File: src/spg_sleep_regs.vh
/*
 * Register map, field positions, mode codes and timing counts of the
 * sleep and peripheral clock gating block.
 * Assumes it is included once per compilation unit by its bare name.
 */
`ifndef SPG_SLEEP_REGS_VH
`define SPG_SLEEP_REGS_VH

// ----------------------------------------------------------------------
// Register byte addresses
// ----------------------------------------------------------------------
`define SPG_ADDR_PCS 8'h00
`define SPG_ADDR_SLEEP_CTRL 8'h04
`define SPG_ADDR_IN_DIS_LO 8'h08
`define SPG_ADDR_IN_DIS_HI 8'h0C
`define SPG_ADDR_IRQ_SENSE 8'h10
`define SPG_ADDR_STATUS 8'h14

// ----------------------------------------------------------------------
// Register indices returned by the address decoder
// ----------------------------------------------------------------------
`define SPG_IDX_PCS 3'h0
`define SPG_IDX_SLEEP_CTRL 3'h1
`define SPG_IDX_IN_DIS_LO 3'h2
`define SPG_IDX_IN_DIS_HI 3'h3
`define SPG_IDX_IRQ_SENSE 3'h4
`define SPG_IDX_STATUS 3'h5
`define SPG_IDX_NONE 3'h7

// ----------------------------------------------------------------------
// Peripheral clock shutdown fields
// ----------------------------------------------------------------------
`define SPG_PCS_TWO_WIRE 7
`define SPG_PCS_TIMER_B 6
`define SPG_PCS_TIMER_A 5
`define SPG_PCS_RSVD 4
`define SPG_PCS_TIMER_WIDE 3
`define SPG_PCS_SERIAL 2
`define SPG_PCS_UART 1
`define SPG_PCS_CONVERTER 0
`define SPG_PCS_WMASK 8'hEF
`define SPG_PCS_RESET 8'h00

// ----------------------------------------------------------------------
// Sleep control, sense and input disable fields
// ----------------------------------------------------------------------
`define SPG_SLP_EN_BIT 0
`define SPG_SLP_MODE_LSB 1
`define SPG_SLP_MODE_MSB 3
`define SPG_SLP_RESET 4'h0
`define SPG_SENSE_A_BIT 0
`define SPG_SENSE_B_BIT 1
`define SPG_SENSE_RESET 2'h0
`define SPG_IN_DIS_RESET 8'h00

// ----------------------------------------------------------------------
// Sleep mode codes and wake-up timing
// ----------------------------------------------------------------------
`define SPG_MODE_IDLE 3'h0
`define SPG_MODE_NOISE_RED 3'h1
`define SPG_MODE_POWER_DOWN 3'h2
`define SPG_MODE_POWER_SAVE 3'h3
`define SPG_MODE_STANDBY 3'h6
`define SPG_STANDBY_WAKE_CYC 16'h0006
`define SPG_QUICK_WAKE_CYC 16'h0001

// ----------------------------------------------------------------------
// Bus responses
// ----------------------------------------------------------------------
`define SPG_RESP_OKAY 2'h0
`define SPG_RESP_SLVERR 2'h2

`endif

File: src/spg_sleep_clock_ctrl.v
/*
 * Sleep mode sequencer and clock gating for an 8-bit controller: domain
 * clock enables, oscillator enables, wake-up source arming, per-module
 * clock shutdown and the analog enables that follow the sleep state.
 * Assumes one 10 MHz clock, an AXI4-Lite master on the same clock, and
 * that the sleep request and the internal wake events come from logic on
 * that clock. External interrupt and pin change inputs are raw pins.
 */
// Added by the designer: the register offsets and the AXI4-Lite register port.
// Contract
// - Sleep with mode 110 enters Standby.
// - Standby equals Power-down but keeps the main oscillator running.
// - Standby wake-up resumes execution after six clock cycles.
// - Idle and noise reduction keep timer oscillator only if timer B async.
// - Deep modes wake on external lines only when level sensed.
// - Power-down and Standby wake only from ext, pin, two-wire, watchdog.
// - A shutdown bit stops the module clock and blocks its registers.
// - Clearing the bit restarts the clock from the frozen state.
// - Module shutdown only matters in Active and Idle; the converter bit also stops the converter clock in noise reduction.
// - Shutdown register bit map; bit 4 reads zero; reset all zero.
// - Timer B shutdown acts only while timer B runs synchronously.
// - Converter disabled first; while stopped, comparator loses the mux.
// - Converter stays enabled in sleep; re-enable forces extended conversion.
// - Comparator is disabled in sleep modes beyond noise reduction.
// - A fused brown-out detector stays active in all sleep modes.
// - Reference is on exactly when brown-out, comparator or converter need it.
// - An enabled watchdog keeps running in every sleep mode.
// - Input buffers off when I/O and converter clocks both stop.
// - Input disable registers turn off selected analog pin buffers.
// - Debug fuse keeps the main clock source on in every sleep mode.
// - Mode codes: 000 idle, 001 noise reduction, 010 down, 011 save.
// - Idle halts only the CPU and program memory clocks.
// - Noise reduction also halts I/O, keeps converter and async clocks.
// - Power-down halts every generated clock and the oscillator.
`include "spg_sleep_regs.vh"
`default_nettype none

module spg_sleep_clock_ctrl #(
  parameter ADDR_W = 8,
  parameter [15:0] OSC_START_CYC = 16'h0010
) (
  input wire sys_clk_i,
  input wire rst_i,
  input wire [ADDR_W-1:0] s_axi_awaddr_i,
  input wire s_axi_awvalid_i,
  output reg s_axi_awready_o,
  input wire [31:0] s_axi_wdata_i,
  input wire [3:0] s_axi_wstrb_i,
  input wire s_axi_wvalid_i,
  output reg s_axi_wready_o,
  output reg [1:0] s_axi_bresp_o,
  output reg s_axi_bvalid_o,
  input wire s_axi_bready_i,
  input wire [ADDR_W-1:0] s_axi_araddr_i,
  input wire s_axi_arvalid_i,
  output reg s_axi_arready_o,
  output reg [31:0] s_axi_rdata_o,
  output reg [1:0] s_axi_rresp_o,
  output reg s_axi_rvalid_o,
  input wire s_axi_rready_i,
  input wire sleep_req_i,
  input wire ext_irq_line_a_i,
  input wire ext_irq_line_b_i,
  input wire pin_change_i,
  input wire two_wire_match_i,
  input wire timer_b_irq_i,
  input wire nvm_ready_irq_i,
  input wire converter_done_irq_i,
  input wire watchdog_irq_i,
  input wire other_io_irq_i,
  input wire timer_b_async_select_i,
  input wire converter_enable_i,
  input wire converter_start_i,
  input wire comparator_enable_i,
  input wire brownout_level_fuse_i,
  input wire debug_wire_fuse_i,
  input wire watchdog_enable_i,
  output reg cpu_clk_en_o,
  output reg flash_clk_en_o,
  output reg io_clk_en_o,
  output reg converter_clk_en_o,
  output reg async_timer_clock_en_o,
  output reg main_osc_en_o,
  output reg timer_osc_en_o,
  output reg [7:0] periph_clk_en_o,
  output reg [7:0] periph_access_en_o,
  output reg comparator_en_o,
  output reg comparator_mux_allow_o,
  output reg converter_en_o,
  output reg converter_extended_o,
  output reg brownout_en_o,
  output reg vref_en_o,
  output reg watchdog_run_o,
  output reg input_buf_en_o,
  output reg [15:0] analog_input_disable_o,
  output reg sleeping_o
);

  localparam [1:0] ST_ACTIVE = 2'h0;
  localparam [1:0] ST_SLEEP = 2'h1;
  localparam [1:0] ST_WAKE = 2'h2;

  // ----------------------------------------------------------------------
  // Address decoding shared by the read and write paths
  // ----------------------------------------------------------------------
  function [2:0] reg_index;
    input [ADDR_W-1:0] addr;
    begin
      case (addr[7:0])
        `SPG_ADDR_PCS: reg_index = `SPG_IDX_PCS;
        `SPG_ADDR_SLEEP_CTRL: reg_index = `SPG_IDX_SLEEP_CTRL;
        `SPG_ADDR_IN_DIS_LO: reg_index = `SPG_IDX_IN_DIS_LO;
        `SPG_ADDR_IN_DIS_HI: reg_index = `SPG_IDX_IN_DIS_HI;
        `SPG_ADDR_IRQ_SENSE: reg_index = `SPG_IDX_IRQ_SENSE;
        `SPG_ADDR_STATUS: reg_index = `SPG_IDX_STATUS;
        default: reg_index = `SPG_IDX_NONE;
      endcase
    end
  endfunction

  reg [7:0] pcs_q;
  reg [3:0] slp_ctrl_q;
  reg [7:0] in_dis_lo_q;
  reg [7:0] in_dis_hi_q;
  reg [1:0] sense_q;
  reg [1:0] state_q;
  reg [2:0] mode_q;
  reg [15:0] wake_cnt_q;
  reg conv_en_prev_q;
  reg conv_ext_q;
  reg [ADDR_W-1:0] awaddr_q;
  reg aw_got_q;
  reg [31:0] wdata_q;
  reg [3:0] wstrb_q;
  reg w_got_q;

  // ----------------------------------------------------------------------
  // Pin synchronisers: the first stage is read by the second only, and a
  // new level is taken once the second and third stages agree.
  // ----------------------------------------------------------------------
  wire [2:0] pin_raw = {pin_change_i, ext_irq_line_b_i, ext_irq_line_a_i};
  reg [2:0] pin_s1_q;
  reg [2:0] pin_s2_q;
  reg [2:0] pin_s3_q;
  reg [2:0] pin_lvl_q;
  reg [2:0] pin_chg_q;
  genvar gi;
  generate
    for (gi = 0; gi < 3; gi = gi + 1) begin : g_pin_sync
      always @(posedge sys_clk_i) begin
        // The chain fills during reset too, so the level held at release
        // is the pin's own and no false change follows reset.
        pin_s1_q[gi] <= pin_raw[gi];
        pin_s2_q[gi] <= pin_s1_q[gi];
        pin_s3_q[gi] <= pin_s2_q[gi];
        if (rst_i) begin
          pin_lvl_q[gi] <= pin_s3_q[gi];
          pin_chg_q[gi] <= 1'b0;
        end else begin
          if (pin_s2_q[gi] == pin_s3_q[gi]) begin
            pin_lvl_q[gi] <= pin_s3_q[gi];
            pin_chg_q[gi] <= pin_s3_q[gi] != pin_lvl_q[gi];
          end else begin
            pin_chg_q[gi] <= 1'b0;
          end
        end
      end
    end
  endgenerate

  // ----------------------------------------------------------------------
  // Wake-up source arming per sleep mode
  // ----------------------------------------------------------------------
  wire m_idle = mode_q == `SPG_MODE_IDLE;
  wire m_noise = mode_q == `SPG_MODE_NOISE_RED;
  wire m_save = mode_q == `SPG_MODE_POWER_SAVE;
  wire m_standby = mode_q == `SPG_MODE_STANDBY;
  wire lvl_a = sense_q[`SPG_SENSE_A_BIT] & ~pin_lvl_q[0];
  wire lvl_b = sense_q[`SPG_SENSE_B_BIT] & ~pin_lvl_q[1];
  wire edge_a = ~sense_q[`SPG_SENSE_A_BIT] & pin_chg_q[0];
  wire edge_b = ~sense_q[`SPG_SENSE_B_BIT] & pin_chg_q[1];
  wire wake_ext = lvl_a | lvl_b | (m_idle & (edge_a | edge_b));
  wire wake_any = wake_ext | pin_chg_q[2] | two_wire_match_i |
                  watchdog_irq_i |
                  ((m_idle | m_noise | m_save) & timer_b_irq_i) |
                  ((m_idle | m_noise) &
                   (nvm_ready_irq_i | converter_done_irq_i)) |
                  (m_idle & other_io_irq_i);

  wire mode_ok = (slp_ctrl_q[`SPG_SLP_MODE_MSB:`SPG_SLP_MODE_LSB] <=
                  `SPG_MODE_POWER_SAVE) |
                 (slp_ctrl_q[`SPG_SLP_MODE_MSB:`SPG_SLP_MODE_LSB] ==
                  `SPG_MODE_STANDBY);
  wire enter = sleep_req_i & slp_ctrl_q[`SPG_SLP_EN_BIT] & mode_ok;

  // ----------------------------------------------------------------------
  // Sleep sequencer
  // ----------------------------------------------------------------------
  always @(posedge sys_clk_i) begin
    if (rst_i) begin
      state_q <= ST_ACTIVE;
      mode_q <= `SPG_MODE_IDLE;
      wake_cnt_q <= 16'h0000;
    end else begin
      case (state_q)
        ST_ACTIVE: begin
          if (enter) begin
            // Standby is taken even without a crystal; the clock
            // source choice is left to software.
            mode_q <= slp_ctrl_q[`SPG_SLP_MODE_MSB:`SPG_SLP_MODE_LSB];
            state_q <= ST_SLEEP;
          end
        end
        ST_SLEEP: begin
          if (wake_any) begin
            state_q <= ST_WAKE;
            if (m_standby) begin
              wake_cnt_q <= `SPG_STANDBY_WAKE_CYC;
            end else if (m_idle | m_noise) begin
              wake_cnt_q <= `SPG_QUICK_WAKE_CYC;
            end else begin
              wake_cnt_q <= OSC_START_CYC;
            end
          end
        end
        ST_WAKE: begin
          if (wake_cnt_q <= `SPG_QUICK_WAKE_CYC) begin
            state_q <= ST_ACTIVE;
          end
          wake_cnt_q <= wake_cnt_q - `SPG_QUICK_WAKE_CYC;
        end
        default: begin
          state_q <= ST_ACTIVE;
        end
      endcase
    end
  end

  // ----------------------------------------------------------------------
  // Clock domain and oscillator plan for the present state
  // ----------------------------------------------------------------------
  reg run_cpu;
  reg run_io;
  reg run_conv;
  reg run_asy;
  reg run_main;
  reg run_tosc;
  always @* begin
    run_cpu = 1'b1;
    run_io = 1'b1;
    run_conv = 1'b1;
    run_asy = 1'b1;
    run_main = 1'b1;
    run_tosc = timer_b_async_select_i;
    if (state_q != ST_ACTIVE) begin
      run_cpu = 1'b0;
      case (mode_q)
        `SPG_MODE_IDLE: begin
          run_tosc = timer_b_async_select_i;
        end
        `SPG_MODE_NOISE_RED: begin
          run_io = 1'b0;
          run_tosc = timer_b_async_select_i;
        end
        `SPG_MODE_POWER_SAVE: begin
          run_io = 1'b0;
          run_conv = 1'b0;
          run_main = 1'b0;
          run_tosc = 1'b1;
        end
        `SPG_MODE_STANDBY: begin
          run_io = 1'b0;
          run_conv = 1'b0;
          run_asy = 1'b0;
          run_tosc = 1'b0;
        end
        default: begin
          run_io = 1'b0;
          run_conv = 1'b0;
          run_asy = 1'b0;
          run_main = 1'b0;
          run_tosc = 1'b0;
        end
      endcase
    end
    // Wake-up counts run while the CPU is still held, so the oscillator
    // must already be up: in Standby it never stopped.
    if (state_q == ST_WAKE || m_standby) begin
      run_main = run_main | (state_q == ST_WAKE) | m_standby;
    end
    run_main = run_main | debug_wire_fuse_i;
  end

  // Shutdown bits only reach modules whose domain still runs, so in the
  // deeper modes the domain gate alone decides.
  wire [7:0] pcs_eff = pcs_q & `SPG_PCS_WMASK;
  wire tb_sync_stop = pcs_eff[`SPG_PCS_TIMER_B] & ~timer_b_async_select_i;
  reg [7:0] clk_en_d;
  reg [7:0] acc_en_d;
  always @* begin
    clk_en_d = {8{run_io}} & ~pcs_eff;
    clk_en_d[`SPG_PCS_CONVERTER] = run_conv & ~pcs_eff[`SPG_PCS_CONVERTER];
    clk_en_d[`SPG_PCS_TIMER_B] = timer_b_async_select_i ? run_asy :
                                 (run_io & ~tb_sync_stop);
    clk_en_d[`SPG_PCS_RSVD] = 1'b0;
    acc_en_d = ~pcs_eff;
    acc_en_d[`SPG_PCS_TIMER_B] = ~tb_sync_stop;
    acc_en_d[`SPG_PCS_RSVD] = 1'b0;
  end

  wire deep = (state_q != ST_ACTIVE) & ~m_idle & ~m_noise;
  wire comp_on = comparator_enable_i & ~deep;

  // ----------------------------------------------------------------------
  // Registered outputs
  // ----------------------------------------------------------------------
  always @(posedge sys_clk_i) begin
    if (rst_i) begin
      cpu_clk_en_o <= 1'b1;
      flash_clk_en_o <= 1'b1;
      io_clk_en_o <= 1'b1;
      converter_clk_en_o <= 1'b1;
      async_timer_clock_en_o <= 1'b1;
      main_osc_en_o <= 1'b1;
      timer_osc_en_o <= 1'b0;
      periph_clk_en_o <= 8'h00;
      periph_access_en_o <= 8'h00;
      comparator_en_o <= 1'b0;
      comparator_mux_allow_o <= 1'b0;
      converter_en_o <= 1'b0;
      converter_extended_o <= 1'b0;
      brownout_en_o <= 1'b0;
      vref_en_o <= 1'b0;
      watchdog_run_o <= 1'b0;
      input_buf_en_o <= 1'b1;
      analog_input_disable_o <= 16'h0000;
      sleeping_o <= 1'b0;
      conv_en_prev_q <= 1'b0;
      conv_ext_q <= 1'b1;
    end else begin
      cpu_clk_en_o <= run_cpu;
      flash_clk_en_o <= run_cpu;
      io_clk_en_o <= run_io;
      converter_clk_en_o <= run_conv;
      async_timer_clock_en_o <= run_asy;
      main_osc_en_o <= run_main;
      timer_osc_en_o <= run_tosc;
      periph_clk_en_o <= clk_en_d;
      periph_access_en_o <= acc_en_d;
      comparator_en_o <= comp_on;
      comparator_mux_allow_o <= ~pcs_eff[`SPG_PCS_CONVERTER];
      converter_en_o <= converter_enable_i;
      brownout_en_o <= brownout_level_fuse_i;
      vref_en_o <= brownout_level_fuse_i | comp_on |
                   converter_enable_i;
      watchdog_run_o <= watchdog_enable_i;
      input_buf_en_o <= run_io | run_conv;
      analog_input_disable_o <= {in_dis_hi_q, in_dis_lo_q};
      sleeping_o <= state_q != ST_ACTIVE;
      conv_en_prev_q <= converter_enable_i;
      // A fresh enable wins over a start seen in the same cycle.
      if (converter_enable_i & ~conv_en_prev_q) begin
        conv_ext_q <= 1'b1;
      end else if (converter_start_i) begin
        conv_ext_q <= 1'b0;
      end
      converter_extended_o <= conv_ext_q;
    end
  end

  // ----------------------------------------------------------------------
  // AXI4-Lite write path
  // ----------------------------------------------------------------------
  wire do_write = aw_got_q & w_got_q & ~s_axi_bvalid_o;
  wire [2:0] widx = reg_index(awaddr_q);
  always @(posedge sys_clk_i) begin
    if (rst_i) begin
      s_axi_awready_o <= 1'b1;
      s_axi_wready_o <= 1'b1;
      s_axi_bvalid_o <= 1'b0;
      s_axi_bresp_o <= `SPG_RESP_OKAY;
      aw_got_q <= 1'b0;
      w_got_q <= 1'b0;
      awaddr_q <= {ADDR_W{1'b0}};
      wdata_q <= 32'h0000_0000;
      wstrb_q <= 4'h0;
      pcs_q <= `SPG_PCS_RESET;
      slp_ctrl_q <= `SPG_SLP_RESET;
      in_dis_lo_q <= `SPG_IN_DIS_RESET;
      in_dis_hi_q <= `SPG_IN_DIS_RESET;
      sense_q <= `SPG_SENSE_RESET;
    end else begin
      if (s_axi_awvalid_i & s_axi_awready_o) begin
        awaddr_q <= s_axi_awaddr_i;
        aw_got_q <= 1'b1;
        s_axi_awready_o <= 1'b0;
      end
      if (s_axi_wvalid_i & s_axi_wready_o) begin
        wdata_q <= s_axi_wdata_i;
        wstrb_q <= s_axi_wstrb_i;
        w_got_q <= 1'b1;
        s_axi_wready_o <= 1'b0;
      end
      if (do_write) begin
        aw_got_q <= 1'b0;
        w_got_q <= 1'b0;
        s_axi_bvalid_o <= 1'b1;
        s_axi_bresp_o <= (widx == `SPG_IDX_NONE) ? `SPG_RESP_SLVERR :
                         `SPG_RESP_OKAY;
        if (wstrb_q[0]) begin
          case (widx)
            `SPG_IDX_PCS: pcs_q <= wdata_q[7:0] & `SPG_PCS_WMASK;
            `SPG_IDX_SLEEP_CTRL: slp_ctrl_q <= wdata_q[3:0];
            `SPG_IDX_IN_DIS_LO: in_dis_lo_q <= wdata_q[7:0];
            `SPG_IDX_IN_DIS_HI: in_dis_hi_q <= wdata_q[7:0];
            `SPG_IDX_IRQ_SENSE: sense_q <= wdata_q[1:0];
            default: begin
            end
          endcase
        end
      end
      if (s_axi_bvalid_o & s_axi_bready_i) begin
        s_axi_bvalid_o <= 1'b0;
        s_axi_awready_o <= 1'b1;
        s_axi_wready_o <= 1'b1;
      end
    end
  end

  // ----------------------------------------------------------------------
  // AXI4-Lite read path
  // ----------------------------------------------------------------------
  always @(posedge sys_clk_i) begin
    if (rst_i) begin
      s_axi_arready_o <= 1'b1;
      s_axi_rvalid_o <= 1'b0;
      s_axi_rdata_o <= 32'h0000_0000;
      s_axi_rresp_o <= `SPG_RESP_OKAY;
    end else begin
      if (s_axi_arvalid_i & s_axi_arready_o) begin
        s_axi_arready_o <= 1'b0;
        s_axi_rvalid_o <= 1'b1;
        s_axi_rresp_o <= `SPG_RESP_OKAY;
        case (reg_index(s_axi_araddr_i))
          `SPG_IDX_PCS: s_axi_rdata_o <= {24'h00_0000, pcs_eff};
          `SPG_IDX_SLEEP_CTRL: s_axi_rdata_o <= {28'h000_0000, slp_ctrl_q};
          `SPG_IDX_IN_DIS_LO: s_axi_rdata_o <= {24'h00_0000, in_dis_lo_q};
          `SPG_IDX_IN_DIS_HI: s_axi_rdata_o <= {24'h00_0000, in_dis_hi_q};
          `SPG_IDX_IRQ_SENSE: s_axi_rdata_o <= {30'h0000_0000, sense_q};
          `SPG_IDX_STATUS: s_axi_rdata_o <= {26'h000_0000, conv_ext_q,
                                             mode_q, state_q};
          default: begin
            s_axi_rdata_o <= 32'h0000_0000;
            s_axi_rresp_o <= `SPG_RESP_SLVERR;
          end
        endcase
      end
      if (s_axi_rvalid_o & s_axi_rready_i) begin
        s_axi_rvalid_o <= 1'b0;
        s_axi_arready_o <= 1'b1;
      end
    end
  end

endmodule // spg_sleep_clock_ctrl

`default_nettype wire

File: config.mk
export PLATFORM = sky130hd
export DESIGN_NAME = spg_sleep_clock_ctrl
export DESIGN_NICKNAME = d
export VERILOG_FILES = /design/src/spg_sleep_clock_ctrl.v
export VERILOG_INCLUDE_DIRS = /design/src
export SDC_FILE = /design/constraint.sdc
export NUM_CORES = 1
export LEC_CHECK = 0
export BUFFER_PORTS_ARGS = -buffer_cell sky130_fd_sc_hd__buf_2
export CORE_ASPECT_RATIO = 0.5
export CORE_MARGIN = 3
export CORE_UTILIZATION = 50
export DETAILED_ROUTE_END_ITERATION = 12
export PLACE_DENSITY_LB_ADDON = 0.2
export SYNTH_ARGS = -nofsm -noshare
export SYNTH_HDL_FRONTEND = slang
export SYNTH_SLANG_ARGS = --single-unit
export TNS_END_PERCENT = 10
File: constraint.sdc
create_clock -name sys_clk_i -period 3.3 [get_ports sys_clk_i]
set_input_delay 0.33 -clock sys_clk_i [delete_from_list [all_inputs] [get_ports sys_clk_i]]
set_output_delay 0.33 -clock sys_clk_i [all_outputs]
set_load 0.01 [all_outputs]
Word level (Yosys, flattened, before mapping)
Cells that the tools add are included.
{ "op_classes": {"eq_ne": 35, "addsub": 1, "mux": 34, "order_cmp": 2, "div_mod_pow": 0, "multipliers": 0, "n_reduce_logical": 31, "shifts": 0, "bitwise_logic": 60} }
{ "op_table": {"columns": ["operator", "count"], "rows": [
  ["one-hot mux 8 bit (6 select lines)", 1],
  ["one-hot mux 3 bit (6 select lines)", 2],
  ["equality test 8 x 4 -> 1 bit, second input constant", 4],
  ["equality test 8 x 5 -> 1 bit, second input constant", 4],
  ["one-hot mux 16 bit (2 select lines)", 1],
  ["bitwise AND 1 bit", 24],
  ["OR 1 bit", 19],
  ["equality test 3 bit, second input constant", 6],
  ["2-to-1 mux 1 bit", 18],
  ["AND reduction 3 bit", 6],
  ["equality test 8 x 3 -> 1 bit, second input constant", 2],
  ["less-or-equal comparator 16 x 1 -> 1 bit, second input constant", 1],
  ["zero test 8 bit", 2],
  ["2-to-1 mux 16 bit", 1],
  ["OR reduction 2 bit", 8],
  ["subtractor 16 x 1 -> 16 bit, second input constant", 1],
  ["equality test 3 x 2 -> 1 bit, second input constant", 5],
  ["NOT 1 bit", 15],
  ["2-to-1 mux 2 bit", 5],
  ["2-to-1 mux 5 bit", 2],
  ["nonzero test 2 bit", 5],
  ["equality test 3 x 1 -> 1 bit, second input constant", 3],
  ["zero test 3 bit", 3],
  ["bitwise AND 8 bit", 1],
  ["15 further kinds", 24]
]} }
{ "totals": {"ff_bits": 173, "ram_bits": 0, "romBits": 0, "n_memories": 0, "latch_bits": 0, "output_inout_bits": 89} }

Longest topological paths before layout
Gate-level depths: netlist of the first run.
{ "logic_depth": {"ltp_word": 13, "depth_mapped": 10, "mapped_depth_nobuf": 10} }

Worst setup path before layout of the first run
OpenSTA, ideal clock, no wires.
{ "synth_path": {"path_type": "input to register", "from": "input port s_axi_araddr_i[1]", "to": "register s_axi_rdata_o[2]", "cell_stages": 9, "n_path_buf": 0, "setup_time_ns": 0.086, "arrival_time_ns": 2.543, "required_time_ns": 3.214, "slack_ns": 0.671, "cell_sequence": "nor3_1 -> nand2_1 -> nor3b_1 -> inv_1 -> ha_1 -> nor4b_1 -> a222oi_1 -> nand2b_1 -> a211oi_1"} }
{ "synth_via": {"elab_chain_cells": 6} }
{ "synth_rtl": {"columns": ["item", "line_no", "source"], "rows": [
  ["start, declared", "spg_sleep_clock_ctrl.v:54", "input wire [ADDR_W-1:0] s_axi_araddr_i,"],
  ["equality test 8 x 5 -> 1 bit, or another cell as far along", "spg_sleep_clock_ctrl.v:109", "case (addr[7:0])"],
  ["one-hot mux 3 bit (6 select lines) *", "spg_sleep_clock_ctrl.v:109", null],
  ["2-to-1 mux 3 bit *", "spg_sleep_clock_ctrl.v:440", "if (s_axi_arvalid_i & s_axi_arready_o) begin"],
  ["2-to-1 mux 3 bit *", "spg_sleep_clock_ctrl.v:434", "if (rst_i) begin"],
  ["equality test 3 bit, or another cell as far along", "spg_sleep_clock_ctrl.v:444", "case (reg_index(s_axi_araddr_i))"],
  ["one-hot mux 8 bit (6 select lines) *", "spg_sleep_clock_ctrl.v:444", null],
  ["end signal, assigned", "spg_sleep_clock_ctrl.v:445", "`SPG_IDX_PCS: s_axi_rdata_o <= {24'h00_0000, pcs_eff};"],
  ["end signal, assigned", "spg_sleep_clock_ctrl.v:446", "`SPG_IDX_SLEEP_CTRL: s_axi_rdata_o <= {28'h000_0000, slp_ctrl_q};"],
  ["end signal, assigned", "spg_sleep_clock_ctrl.v:447", "`SPG_IDX_IN_DIS_LO: s_axi_rdata_o <= {24'h00_0000, in_dis_lo_q};"],
  ["end, declared", "spg_sleep_clock_ctrl.v:57", "output reg [31:0] s_axi_rdata_o,"]
]} }
Mark *: on every way between the ends. The rest lies on a longest branch, timed or not. The select of a mux whose other input is x is not followed.
A chain may end at the register's enable or synchronous reset.

Final worst setup path of the first run
Same ends and word-level chain as after synthesis.

==> run summary, run 1 <==
Mean Syn Cell Area -> 9.22 um^2
Hold worst-path end -> pin_s1_q[1]
Via count -> 4,576
Clock slew seen by the registers of the worst setup and hold paths -> 60 ps
Port-buffer cells -> 109
Total count of max-transition violations in the final report -> 0
Clock latency on the worst-skew pair -> 410 ps
Cell type with the highest aggregate area in the netlist -> sky130_fd_sc_hd__dfxtp_1
#FFs+latches synth -> 144
Maximum number of pins on one net before global-route repair -> 67
Yosys synthesis warning count -> 0
TritonCTS Sinks -> 144
Endpoint arrival time on the critical path -> 2940 ps
Antenna cells -> 0
Share of layout cells above drive strength 1 -> 21.0%
Global-route wire length before repair -> 20.3 mm
Floorplan row count -> 26
Worst-margin pin slew -> 672 ps
LEAKAGE -> 2.99 nW
Required time at the worst-slack endpoint -> 3620 ps
Initial Utilization -> 53.3%
Library cell used as clock root buffer -> sky130_fd_sc_hd__clkbuf_16
Routability congestion estimate from global placement -> 0.818
Most frequent cell on the critical path -> sky130_fd_sc_hd__nor3b_1
Fin crit share -> 79.3%
Worst relative slew slack -> 55.1%
Class of the tightest hold or removal check -> input port to flip-flop
Final TNS setup -> 0 ps
Die area -> 12,700 um^2
R2R Path Start -> awaddr_q[0]
Critical-path cell list -> buf_2 -> nor3_1 -> nand2_1 -> nor3b_1 -> inv_1 -> ha_1 -> nor3b_1 -> a22o_1 -> a222oi_1 -> nand2b_1 -> a211oi_1
Slowest cell delay on critical path -> 580 ps
Proportion of register bits with asynchronous set or reset after synthesis -> 0%
Avg WL per Cell -> 14.5 um
Most instantiated cells after synthesis -> sky130_fd_sc_hd__dfxtp_1 (141), sky130_fd_sc_hd__nor2_1 (68), sky130_fd_sc_hd__nand2_1 (60)
Top-level I/O count -> 165
Maximum clock rate -> 0.382 GHz
Via count of the first global-routing pass -> 4,206
CTS tree -> yes
Area growth, synth to finish -> 19.1%
Number of nets in the final layout -> 795
Leading cell type by number of instances after synthesis -> sky130_fd_sc_hd__dfxtp_1
Congestion Overflow GR -> 0
FF+latch area -> 2910 um^2
Worst Setup Slack, final -> 684 ps
Max Clock Skew -> 5.26 ps
Yosys top cell area share -> 50.0%
Hold Crit Start -> ext_irq_line_b_i
Cell area after synthesis -> 5650 um^2
Dominant cells by area after synthesis -> sky130_fd_sc_hd__dfxtp_1 (50%), sky130_fd_sc_hd__a21oi_1 (5.0%), sky130_fd_sc_hd__mux2i_1 (4.6%)
Final HPWL from detailed placement -> 8.71 mm
Worst IR drop on VDD -> 383 uV
Routed WL -> 12.6 mm
Clock period minus final worst setup slack -> 2620 ps
Total DRC errors in the routed layout -> 0
Routed via count divided by cell count -> 5.27
Max Fanout on Critical Path -> 6
Flip-flop cell with the highest count after synthesis -> sky130_fd_sc_hd__dfxtp_1
Final Setup Violations -> 0
Worst-case reg-to-reg path depth -> 5
Hold-critical path depth -> 1
Number of buffers inserted during clock tree synthesis -> 17
DIE HEIGHT -> 81.2 um
Crit Reg-Reg Endpoint -> in_dis_lo_q[6]
Resize count post-CTS -> 0
Drt initial violations -> 338
Setup slack of the most critical reg-to-reg path -> 1020 ps
H-tree depth -> 4
Post-synthesis sequential area ratio -> 51.6%
Number of maximum-capacitance constraint violations -> 0
Number of instances in the synthesized netlist -> 613
Overall global routing resource usage -> 20.2%
Hold buffers post-CTS -> 0
Number of synthesized flops with an enable pin -> 3
Total buffers and inverters traversed by the critical path -> 2
Cell Pwr Density -> 571 nW/um^2
Unrepaired setup endpoints after global routing -> no
Setup crit start kind -> input port
Element type at the critical path end -> flip-flop
Initial antenna violation count -> 0
Antenna viol nets, final -> 0
Placeable Area -> 10,600 um^2
Post-CTS Setup Repair Bufs -> 0
Critical path's slowest cell -> sky130_fd_sc_hd__nor3b_1
Deepest clock path buffer count -> 2
Status -> complete, no violations
Count of cell types in the netlist -> 63
Cell family with the largest share of critical-path delay -> simple AND/OR/NAND/NOR gates
Number of search-and-repair iterations in the first detailed-routing pass -> 5
Number of fillers in the final layout -> 938
Classification of the worst setup path -> input port to flip-flop
Multi-input combinational cell area -> 2440 um^2
Setup WS pre-CTS -> 256 ps
Horiz. Die Dim -> 156 um
Final hold violations -> 0
==> layer usage <==
layer / global-route usage, % / up-vias / wire length (um)
li1: - / 2289 / -
met1: 26.9 / 2138 / 6020
met2: 33.1 / 138 / 5730
met3: 4.84 / 11 / 726
met4: 5.41 / 0 / 102
met5: 0 / - / 0
==> worst max-delay path by stage <==
stage,cells past startpoint,endpoint,start
5_1_grt,11,s_axi_rdata_o[3],s_axi_araddr_i[1]
3_5_place_dp,11,s_axi_rdata_o[2],s_axi_araddr_i[1]
3_3_place_gp,11,s_axi_rdata_o[2],s_axi_araddr_i[1]
4_1_cts,11,s_axi_rdata_o[2],s_axi_araddr_i[1]
6_report,11,s_axi_rdata_o[2],s_axi_araddr_i[1]
2_1_floorplan,9,s_axi_rdata_o[2],s_axi_araddr_i[1]
==> cells by family after synthesis <==
family	count (synthesis)	synth area share (%)
compound gates	124	14.0
xor+xnor	5	0.775
fa+ha+maj	4	0.886
buf+inv	72	7.06
flops	144	51.6
mux	29	5.20
other cells	1	0.0664
simple gates	234	20.5
==> where the power goes <==
group | leakage (nW) | internal [mW] | switching [mW] | total, mW
registers | 1.18 | 1.79 | 0.0338 | 1.83
clock network | 0.274 | 1.12 | 0.709 | 1.83
logic | 1.53 | 0.0718 | 0.118 | 0.190
==> placed cells by master, fill, tap and decap left out, drive strengths merged, types with 4 or more instances in the layout <==
master and n:
o21ai 14, o211ai 4, nand3 27, a21oi 58, conb 28, dfxtp 141, ha 4, inv 16
xor2 4, or3 7, a31oi 4, nor2b 24, nand2 60, or4 5, nand2b 5, nor3b 4
nor3 9, nor2 68, nand3b 5, mux2i 26, a22oi 8, or2 6, a22o 7, clkinv 5
clkbuf 23, buf 112
==> sequential cells by signal, summed over array words and instances, names as in the netlist, 8 cells and up <==
name	count
analog_input_disable_o	16
in_dis_hi_q	8
in_dis_lo_q	8
wdata_q	8
awaddr_q	8
s_axi_rdata_o	8
wake_cnt_q	16
==> layout make-up <==
cell class | count | area share (%)
multi-input cells | 424 | 36.3
well taps | 140 | 2.60
clock inverters | 9 | 1.21
clock buffers | 23 | 7.27
flip-flops and latches | 144 | 43.3
repair buffers | 112 | 8.48
inverters | 16 | 0.893
==> metrics by stage <==
stage	instance area, um^2	hold slack [ps]	power (mW)	std cells	util (%)
final	6730	20.0	3.84	868	63.4
after global routing	6730	4.07	3.98	868	63.4
after CTS	6730	10.8	3.87	868	63.4
after detailed placement	6160	312	2.05	836	58.1
after global placement	6160	312	2.05	836	58.1
after floorplan	5750	310	2.00	640	-
No activity file was read; power rests on OpenSTA's default activity.
==> run 2: changes to the inputs <==
==> constraint.sdc (replaced) <==
create_clock -name sys_clk_i -period 2.7 [get_ports sys_clk_i]
set_input_delay 0.27 -clock sys_clk_i [delete_from_list [all_inputs] [get_ports sys_clk_i]]
set_output_delay 0.27 -clock sys_clk_i [all_outputs]
set_load 0.01 [all_outputs]
==> run 2 against run 1 <==
  * Register-to-register slack worse by 500 ps
  * Sequential share of layout area down 0.65 points
  * Clock power up 31%
  * Count of clock-buffer cells in the layout down 2
  * Critical endpoint is now wake_cnt_q[4]
  * Critical path depth down 6
  * Final area up 1.5%
  * Die area unchanged
  * Highest routed layer unchanged
  * Core utilization up 0.97 points
  * Combinational power up 26%
  * Routed wire length down 0.62%
  * Via count down 0.59%
  * Global-route usage down 0.12 points
==> run summary, run 2 (synthesis results as in run 1) <==
Wire length on met2 -> 5.64 mm
Placed Instance Area -> 6200 um^2
Critical path's slowest cell -> sky130_fd_sc_hd__a311o_1
Total count of max-transition violations in the final report -> 0
Element type at the critical path end -> flip-flop
Class of the tightest hold or removal check -> input port to flip-flop
Number of fillers in the final layout -> 889
Status -> complete, no violations
Final Setup Violations -> 0
Crit Reg-Reg Endpoint -> wake_cnt_q[4]
Most frequent cells in the layout -> sky130_fd_sc_hd__dfxtp_1 (141), sky130_fd_sc_hd__buf_2 (108), sky130_fd_sc_hd__nor2_1 (68), sky130_fd_sc_hd__nand2_1 (60), sky130_fd_sc_hd__a21oi_1 (57)
Critical-path cell list -> nor2b_1 -> or3b_1 -> a311o_1 -> o32a_1 -> a21oi_2
Top layer in use -> met4
Number of nets in the final layout -> 803
Unrepaired setup endpoints after global routing -> no
Cell family with the largest share of critical-path delay -> compound AO/OA/AOI/OAI gates
Routability congestion estimate from global placement -> 0.819
DIE HEIGHT -> 81.2 um
Clock latency on the worst-skew pair -> 410 ps
Maximum clock rate -> 0.458 GHz
Via count -> 4,549
TritonCTS Sinks -> 144
Overall global routing resource usage -> 20.0%
Hold-critical path depth -> 2
Horiz. Die Dim -> 156 um
Floorplan row count -> 26
Port-buffer cells -> 109
Total buffers and inverters traversed by the critical path -> 0
Number of search-and-repair iterations in the first detailed-routing pass -> 5
Antenna cells -> 0
Worst IR drop on VDD -> 423 uV
Number of buffers inserted during clock tree synthesis -> 17
Largest registers -> analog_input_disable_o (16), wake_cnt_q (16)
Initial Utilization -> 53.3%
Congestion Overflow GR -> 0
Resize count post-CTS -> 0
Amount of wire on met3 after detailed routing -> 807 um
Routed via count divided by cell count -> 5.20
Hold Crit Start -> debug_wire_fuse_i
Endpoint arrival time on the critical path -> 2530 ps
H-tree depth -> 4
Maximum number of pins on one net before global-route repair -> 47
Worst-margin pin slew -> 673 ps
Die area -> 12,700 um^2
End-of-flow core utilization -> 64.4%
Cell Pwr Density -> 712 nW/um^2
Routed WL -> 12.5 mm
Required time at the worst-slack endpoint -> 3050 ps
Multi-input combinational cell area -> 2440 um^2
Max Fanout on Critical Path -> 17
Setup crit start kind -> flip-flop
Slowest cell delay on critical path -> 570 ps
Number of maximum-capacitance constraint violations -> 0
LEAKAGE -> 3.04 nW
Total DRC errors in the routed layout -> 0
Placeable Area -> 10,600 um^2
Met1 WL -> 5.97 mm
Classification of the worst setup path -> flip-flop to flip-flop
FF+latch area -> 2910 um^2
CTS tree -> yes
Avg WL per Cell -> 14.3 um
Deepest clock path buffer count -> 2
Clock period minus final worst setup slack -> 2180 ps
Fin crit share -> 80.8%
R2R Path Start -> mode_q[0]
Area growth, synth to finish -> 20.9%
Initial antenna violation count -> 0
Final TNS setup -> 0 ps
Clock slew seen by the registers of the worst setup and hold paths -> 60 ps
Max Clock Skew -> 8.66 ps
Worst-case reg-to-reg path depth -> 5
Worst relative slew slack -> 55.2%
Via count of the first global-routing pass -> 4,137
Share of layout cells above drive strength 1 -> 21.5%
Most common cell after layout, fill and taps aside -> sky130_fd_sc_hd__dfxtp_1
Final HPWL from detailed placement -> 8.74 mm
Global-route wire length before repair -> 20.0 mm
Final hold violations -> 0
Antenna viol nets, final -> 0
Library cell used as clock root buffer -> sky130_fd_sc_hd__clkbuf_16
Top-level I/O count -> 165
Hold worst-path end -> main_osc_en_o
Drt initial violations -> 274
Final cell area excluding filler cells -> 6830 um^2
Setup slack of the most critical reg-to-reg path -> 520 ps
-- run 2: cell types whose count changed in the layout (fill, tap and decap cells not counted), sizes merged --
cell,change
clkinv,-2
buf,+5
clkbuf,-2
dlygate4sd3,+3
bufinv,+2
-- run 2: metal layers --
layer	track usage, %	up-vias
li1	-	2285
met1	27.0	2123
met2	31.6	130
met3	5.48	11
met4	6.29	0
met5	0	-
-- run 2: worst max-delay path by stage --
stage                      start               end  depth (start not counted)
6_report               mode_q[0]     wake_cnt_q[4]                          5
5_1_grt        s_axi_araddr_i[1]  s_axi_rdata_o[7]                         10
2_1_floorplan  s_axi_araddr_i[1]  s_axi_rdata_o[2]                          9
3_5_place_dp   s_axi_araddr_i[7]  s_axi_rdata_o[7]                         10
4_1_cts                mode_q[0]     wake_cnt_q[4]                          5
3_3_place_gp   s_axi_araddr_i[7]  s_axi_rdata_o[7]                         10
-- run 2: timing repair --
item	in CTS	in global routing
endpoints found under the hold margin	3	0
setup buffers	0	0
setup endpoints to repair	0	0
hold buffers	3	0
-- run 2: layout make-up --
class	count	share of cell area, %
Sequential cell	144	42.6
Multi-Input combinational cell	424	35.7
Timing Repair Buffer	120	9.34
Clock buffer	21	6.89
Tap cell	140	2.56
Clock inverter	9	1.98
Inverter	16	0.879
-- run 2: per-stage QoR --
step | setup slack, ps | hold slack, ps | cells | power [mW]
2_1_floorplan | 131 | 298 | 640 | 2.45
3_3_place_gp | 240 | 313 | 841 | 2.51
3_5_place_dp | 208 | 315 | 841 | 2.51
4_1_cts | 531 | 28.7 | 874 | 4.89
5_1_grt | 282 | 51.9 | 874 | 5.04
6_report | 518 | 36.1 | 874 | 4.86
-- run 2: power breakdown --
part / switching [mW] / internal, mW
Sequential: 0.0422 / 2.19
Clock: 0.871 / 1.52
Combinational: 0.147 / 0.0922
==> run 3: changes to the inputs <==
==> constraint.sdc (replaced) <==
create_clock -name sys_clk_i -period 2.1 [get_ports sys_clk_i]
set_input_delay 0.21 -clock sys_clk_i [delete_from_list [all_inputs] [get_ports sys_clk_i]]
set_output_delay 0.21 -clock sys_clk_i [all_outputs]
set_load 0.01 [all_outputs]
==> run 3 against run 2 <==
  * Final area increased by 2.6%
  * Setup slack got worse by 390 ps
  * Hold slack lost 23 ps
  * Die area is the same
  * Critical path depth stayed put
  * Core utilization grew 1.7 points
  * Via count grew 2.9%
  * Register-to-register slack got worse by 390 ps
  * Clock power increased by 21%
  * First-iteration DRC count up 18%
  * Maximum frequency up 10%
  * Clock skew fell by 1.3 ps
  * Largest cell class unchanged
==> run summary, run 3 (synthesis results as in run 1) <==
Status -> complete, no violations
Global-route met1 utilization -> 27.4%
Met2 usage in global routing -> 33.1%
CTS tree -> yes
Most frequent cells in the layout -> sky130_fd_sc_hd__dfxtp_1 (141), sky130_fd_sc_hd__buf_2 (108), sky130_fd_sc_hd__nor2_1 (68), sky130_fd_sc_hd__nand2_1 (60), sky130_fd_sc_hd__a21oi_1 (57)
Routability congestion estimate from global placement -> 0.837
Share of layout cells above drive strength 1 -> 24.4%
Worst IR drop on VDD -> 597 uV
Fin crit share -> 94.1%
Max Fanout on Critical Path -> 8
Largest registers -> analog_input_disable_o (16), wake_cnt_q (16)
Maximum clock rate -> 0.506 GHz
Drt initial violations -> 322
Cell Pwr Density -> 871 nW/um^2
Final cell area excluding filler cells -> 7010 um^2
Initial antenna violation count -> 0
Max Clock Skew -> 7.38 ps
Setup slack of the most critical reg-to-reg path -> 120 ps
Setup crit start kind -> flip-flop
Hold-critical path depth -> 2
Met3 global-route usage -> 5.00%
LEAKAGE -> 3.14 nW
Final hold slack -> 13.2 ps
Via count -> 4,682
Most common cell after layout, fill and taps aside -> sky130_fd_sc_hd__dfxtp_1
Avg WL per Cell -> 14.4 um
Area growth, synth to finish -> 24.0%
Crit Reg-Reg Endpoint -> in_dis_hi_q[0]
Global-route wire length before repair -> 20.6 mm
DIE HEIGHT -> 81.2 um
Routed via count divided by cell count -> 5.24
Worst-margin pin slew -> 549 ps
Placed Instance Area -> 6370 um^2
Library cell used as clock root buffer -> sky130_fd_sc_hd__clkbuf_16
Total count of max-transition violations in the final report -> 0
Port-buffer cells -> 109
Deepest clock path buffer count -> 2
Hold worst-path end -> watchdog_run_o
Worst relative slew slack -> 63.0%
Final HPWL from detailed placement -> 9.22 mm
Unrepaired setup endpoints after global routing -> no
Die area -> 12,700 um^2
Number of search-and-repair iterations in the first detailed-routing pass -> 5
Hold Crit Start -> watchdog_enable_i
Floorplan row count -> 26
Antenna viol nets, final -> 0
Total DRC errors in the routed layout -> 0
Number of maximum-capacitance constraint violations -> 0
Congestion Overflow GR -> 0
Antenna cells -> 0
Worst-case reg-to-reg path depth -> 5
Setup WS pre-CTS -> -203 ps
Net Switching -> 1.38 mW
Post-CTS Setup Repair Bufs -> 0
Initial Utilization -> 53.3%
Number of nets in the final layout -> 822
Maximum number of pins on one net before global-route repair -> 34
Number of buffers inserted during clock tree synthesis -> 17
Clock slew seen by the registers of the worst setup and hold paths -> 60 ps
Horiz. Die Dim -> 156 um
TritonCTS Sinks -> 144
Routed WL -> 12.8 mm
Portion of total power attributed to combinational logic -> 5.4%
Clock period minus final worst setup slack -> 1980 ps
Required time at the worst-slack endpoint -> 2390 ps
Classification of the worst setup path -> flip-flop to flip-flop
Internal power -> 4.72 mW
Top-level I/O count -> 165
Endpoint arrival time on the critical path -> 2270 ps
Overall global routing resource usage -> 20.5%
Final TNS setup -> 0 ps
Clock latency on the worst-skew pair -> 410 ps
Sequential power share -> 47.1%
R2R Path Start -> awaddr_q[0]
Element type at the critical path end -> flip-flop
Worst Setup Slack, final -> 124 ps
Class of the tightest hold or removal check -> input port to flip-flop
Gr busiest metal -> met2
Final hold violations -> 0
Via count of the first global-routing pass -> 4,239
Placeable Area -> 10,600 um^2
Share of total power consumed by net switching -> 22.6%
Power share of the clock group -> 47.6%
Final Setup Violations -> 0
H-tree depth -> 4
[run 3: cell count changes in the layout (fill, tap and decap cells not counted), sizes merged]
cell / delta
buf: +17
bufinv: -1
clkbuf: -3
clkinv: +3
dlygate4sd3: +2
inv: +2
[run 3: what timing repair did]
| item | CTS | global route |
|---|---|---|
| gates resized for setup | 0 | 2 |
| hold buffers | 5 | 0 |
| endpoints found under the hold margin | 5 | 0 |
| setup endpoints to repair | 0 | 4 |
[run 3: layout make-up]
class	count	area, um^2
fillers	858	3600
flip-flops and latches	144	2910
clock inverters	13	138
well taps	140	175
inverters	16	60.1
clock buffers	18	439
multi-input cells	424	2500
repair buffers	139	786
[run 3: critical path, cell delays in order (launching register included)]
cell and delay [ps]:
sky130_fd_sc_hd__dfxtp_1 320, sky130_fd_sc_hd__or4_1 600, sky130_fd_sc_hd__and4bb_2 370, sky130_fd_sc_hd__nand3_2 270, sky130_fd_sc_hd__mux2i_1 240, sky130_fd_sc_hd__nor2_1 60
[run 3: stage by stage]
stage / utilization, % / power, mW / std cells
after floorplan: - / 3.15 / 640
after global placement: 60.1 / 3.24 / 858
after detailed placement: 60.1 / 3.25 / 858
after CTS: 66.0 / 6.14 / 894
after global routing: 66.1 / 6.32 / 894
final: 66.1 / 6.10 / 894
[run 3: how the worst max path moves through the flow]
stage	from	to	slack, ps	cells after the start
floorplan	s_axi_araddr_i[1]	s_axi_rdata_o[2]	10	10
global placement	s_axi_araddr_i[1]	s_axi_rdata_o[2]	-80	11
detailed placement	s_axi_araddr_i[1]	s_axi_rdata_o[2]	-200	11
CTS	awaddr_q[0]	in_dis_lo_q[7]	140	7
global route	awaddr_q[0]	in_dis_hi_q[3]	0.5	5
finish	awaddr_q[0]	in_dis_hi_q[0]	120	5
[run 3: per-layer routing]
| layer | vias up | part of all wire [%] |
|---|---|---|
| li1 | 2338 | - |
| met1 | 2175 | 47 |
| met2 | 159 | 46 |
| met3 | 10 | 6.7 |
| met4 | 0 | 0.61 |
| met5 | - | 0 |
[run 3: power groups by stage]
| stage | clock network [mW] | registers (mW) | logic (mW) |
|---|---|---|---|
| after detailed placement | 0 | 2.93 | 0.317 |
| after floorplan | 0 | 2.93 | 0.219 |
| after global routing | 3.08 | 2.88 | 0.366 |
| after CTS | 2.94 | 2.87 | 0.326 |
| after global placement | 0 | 2.93 | 0.310 |
| final | 2.90 | 2.87 | 0.327 |
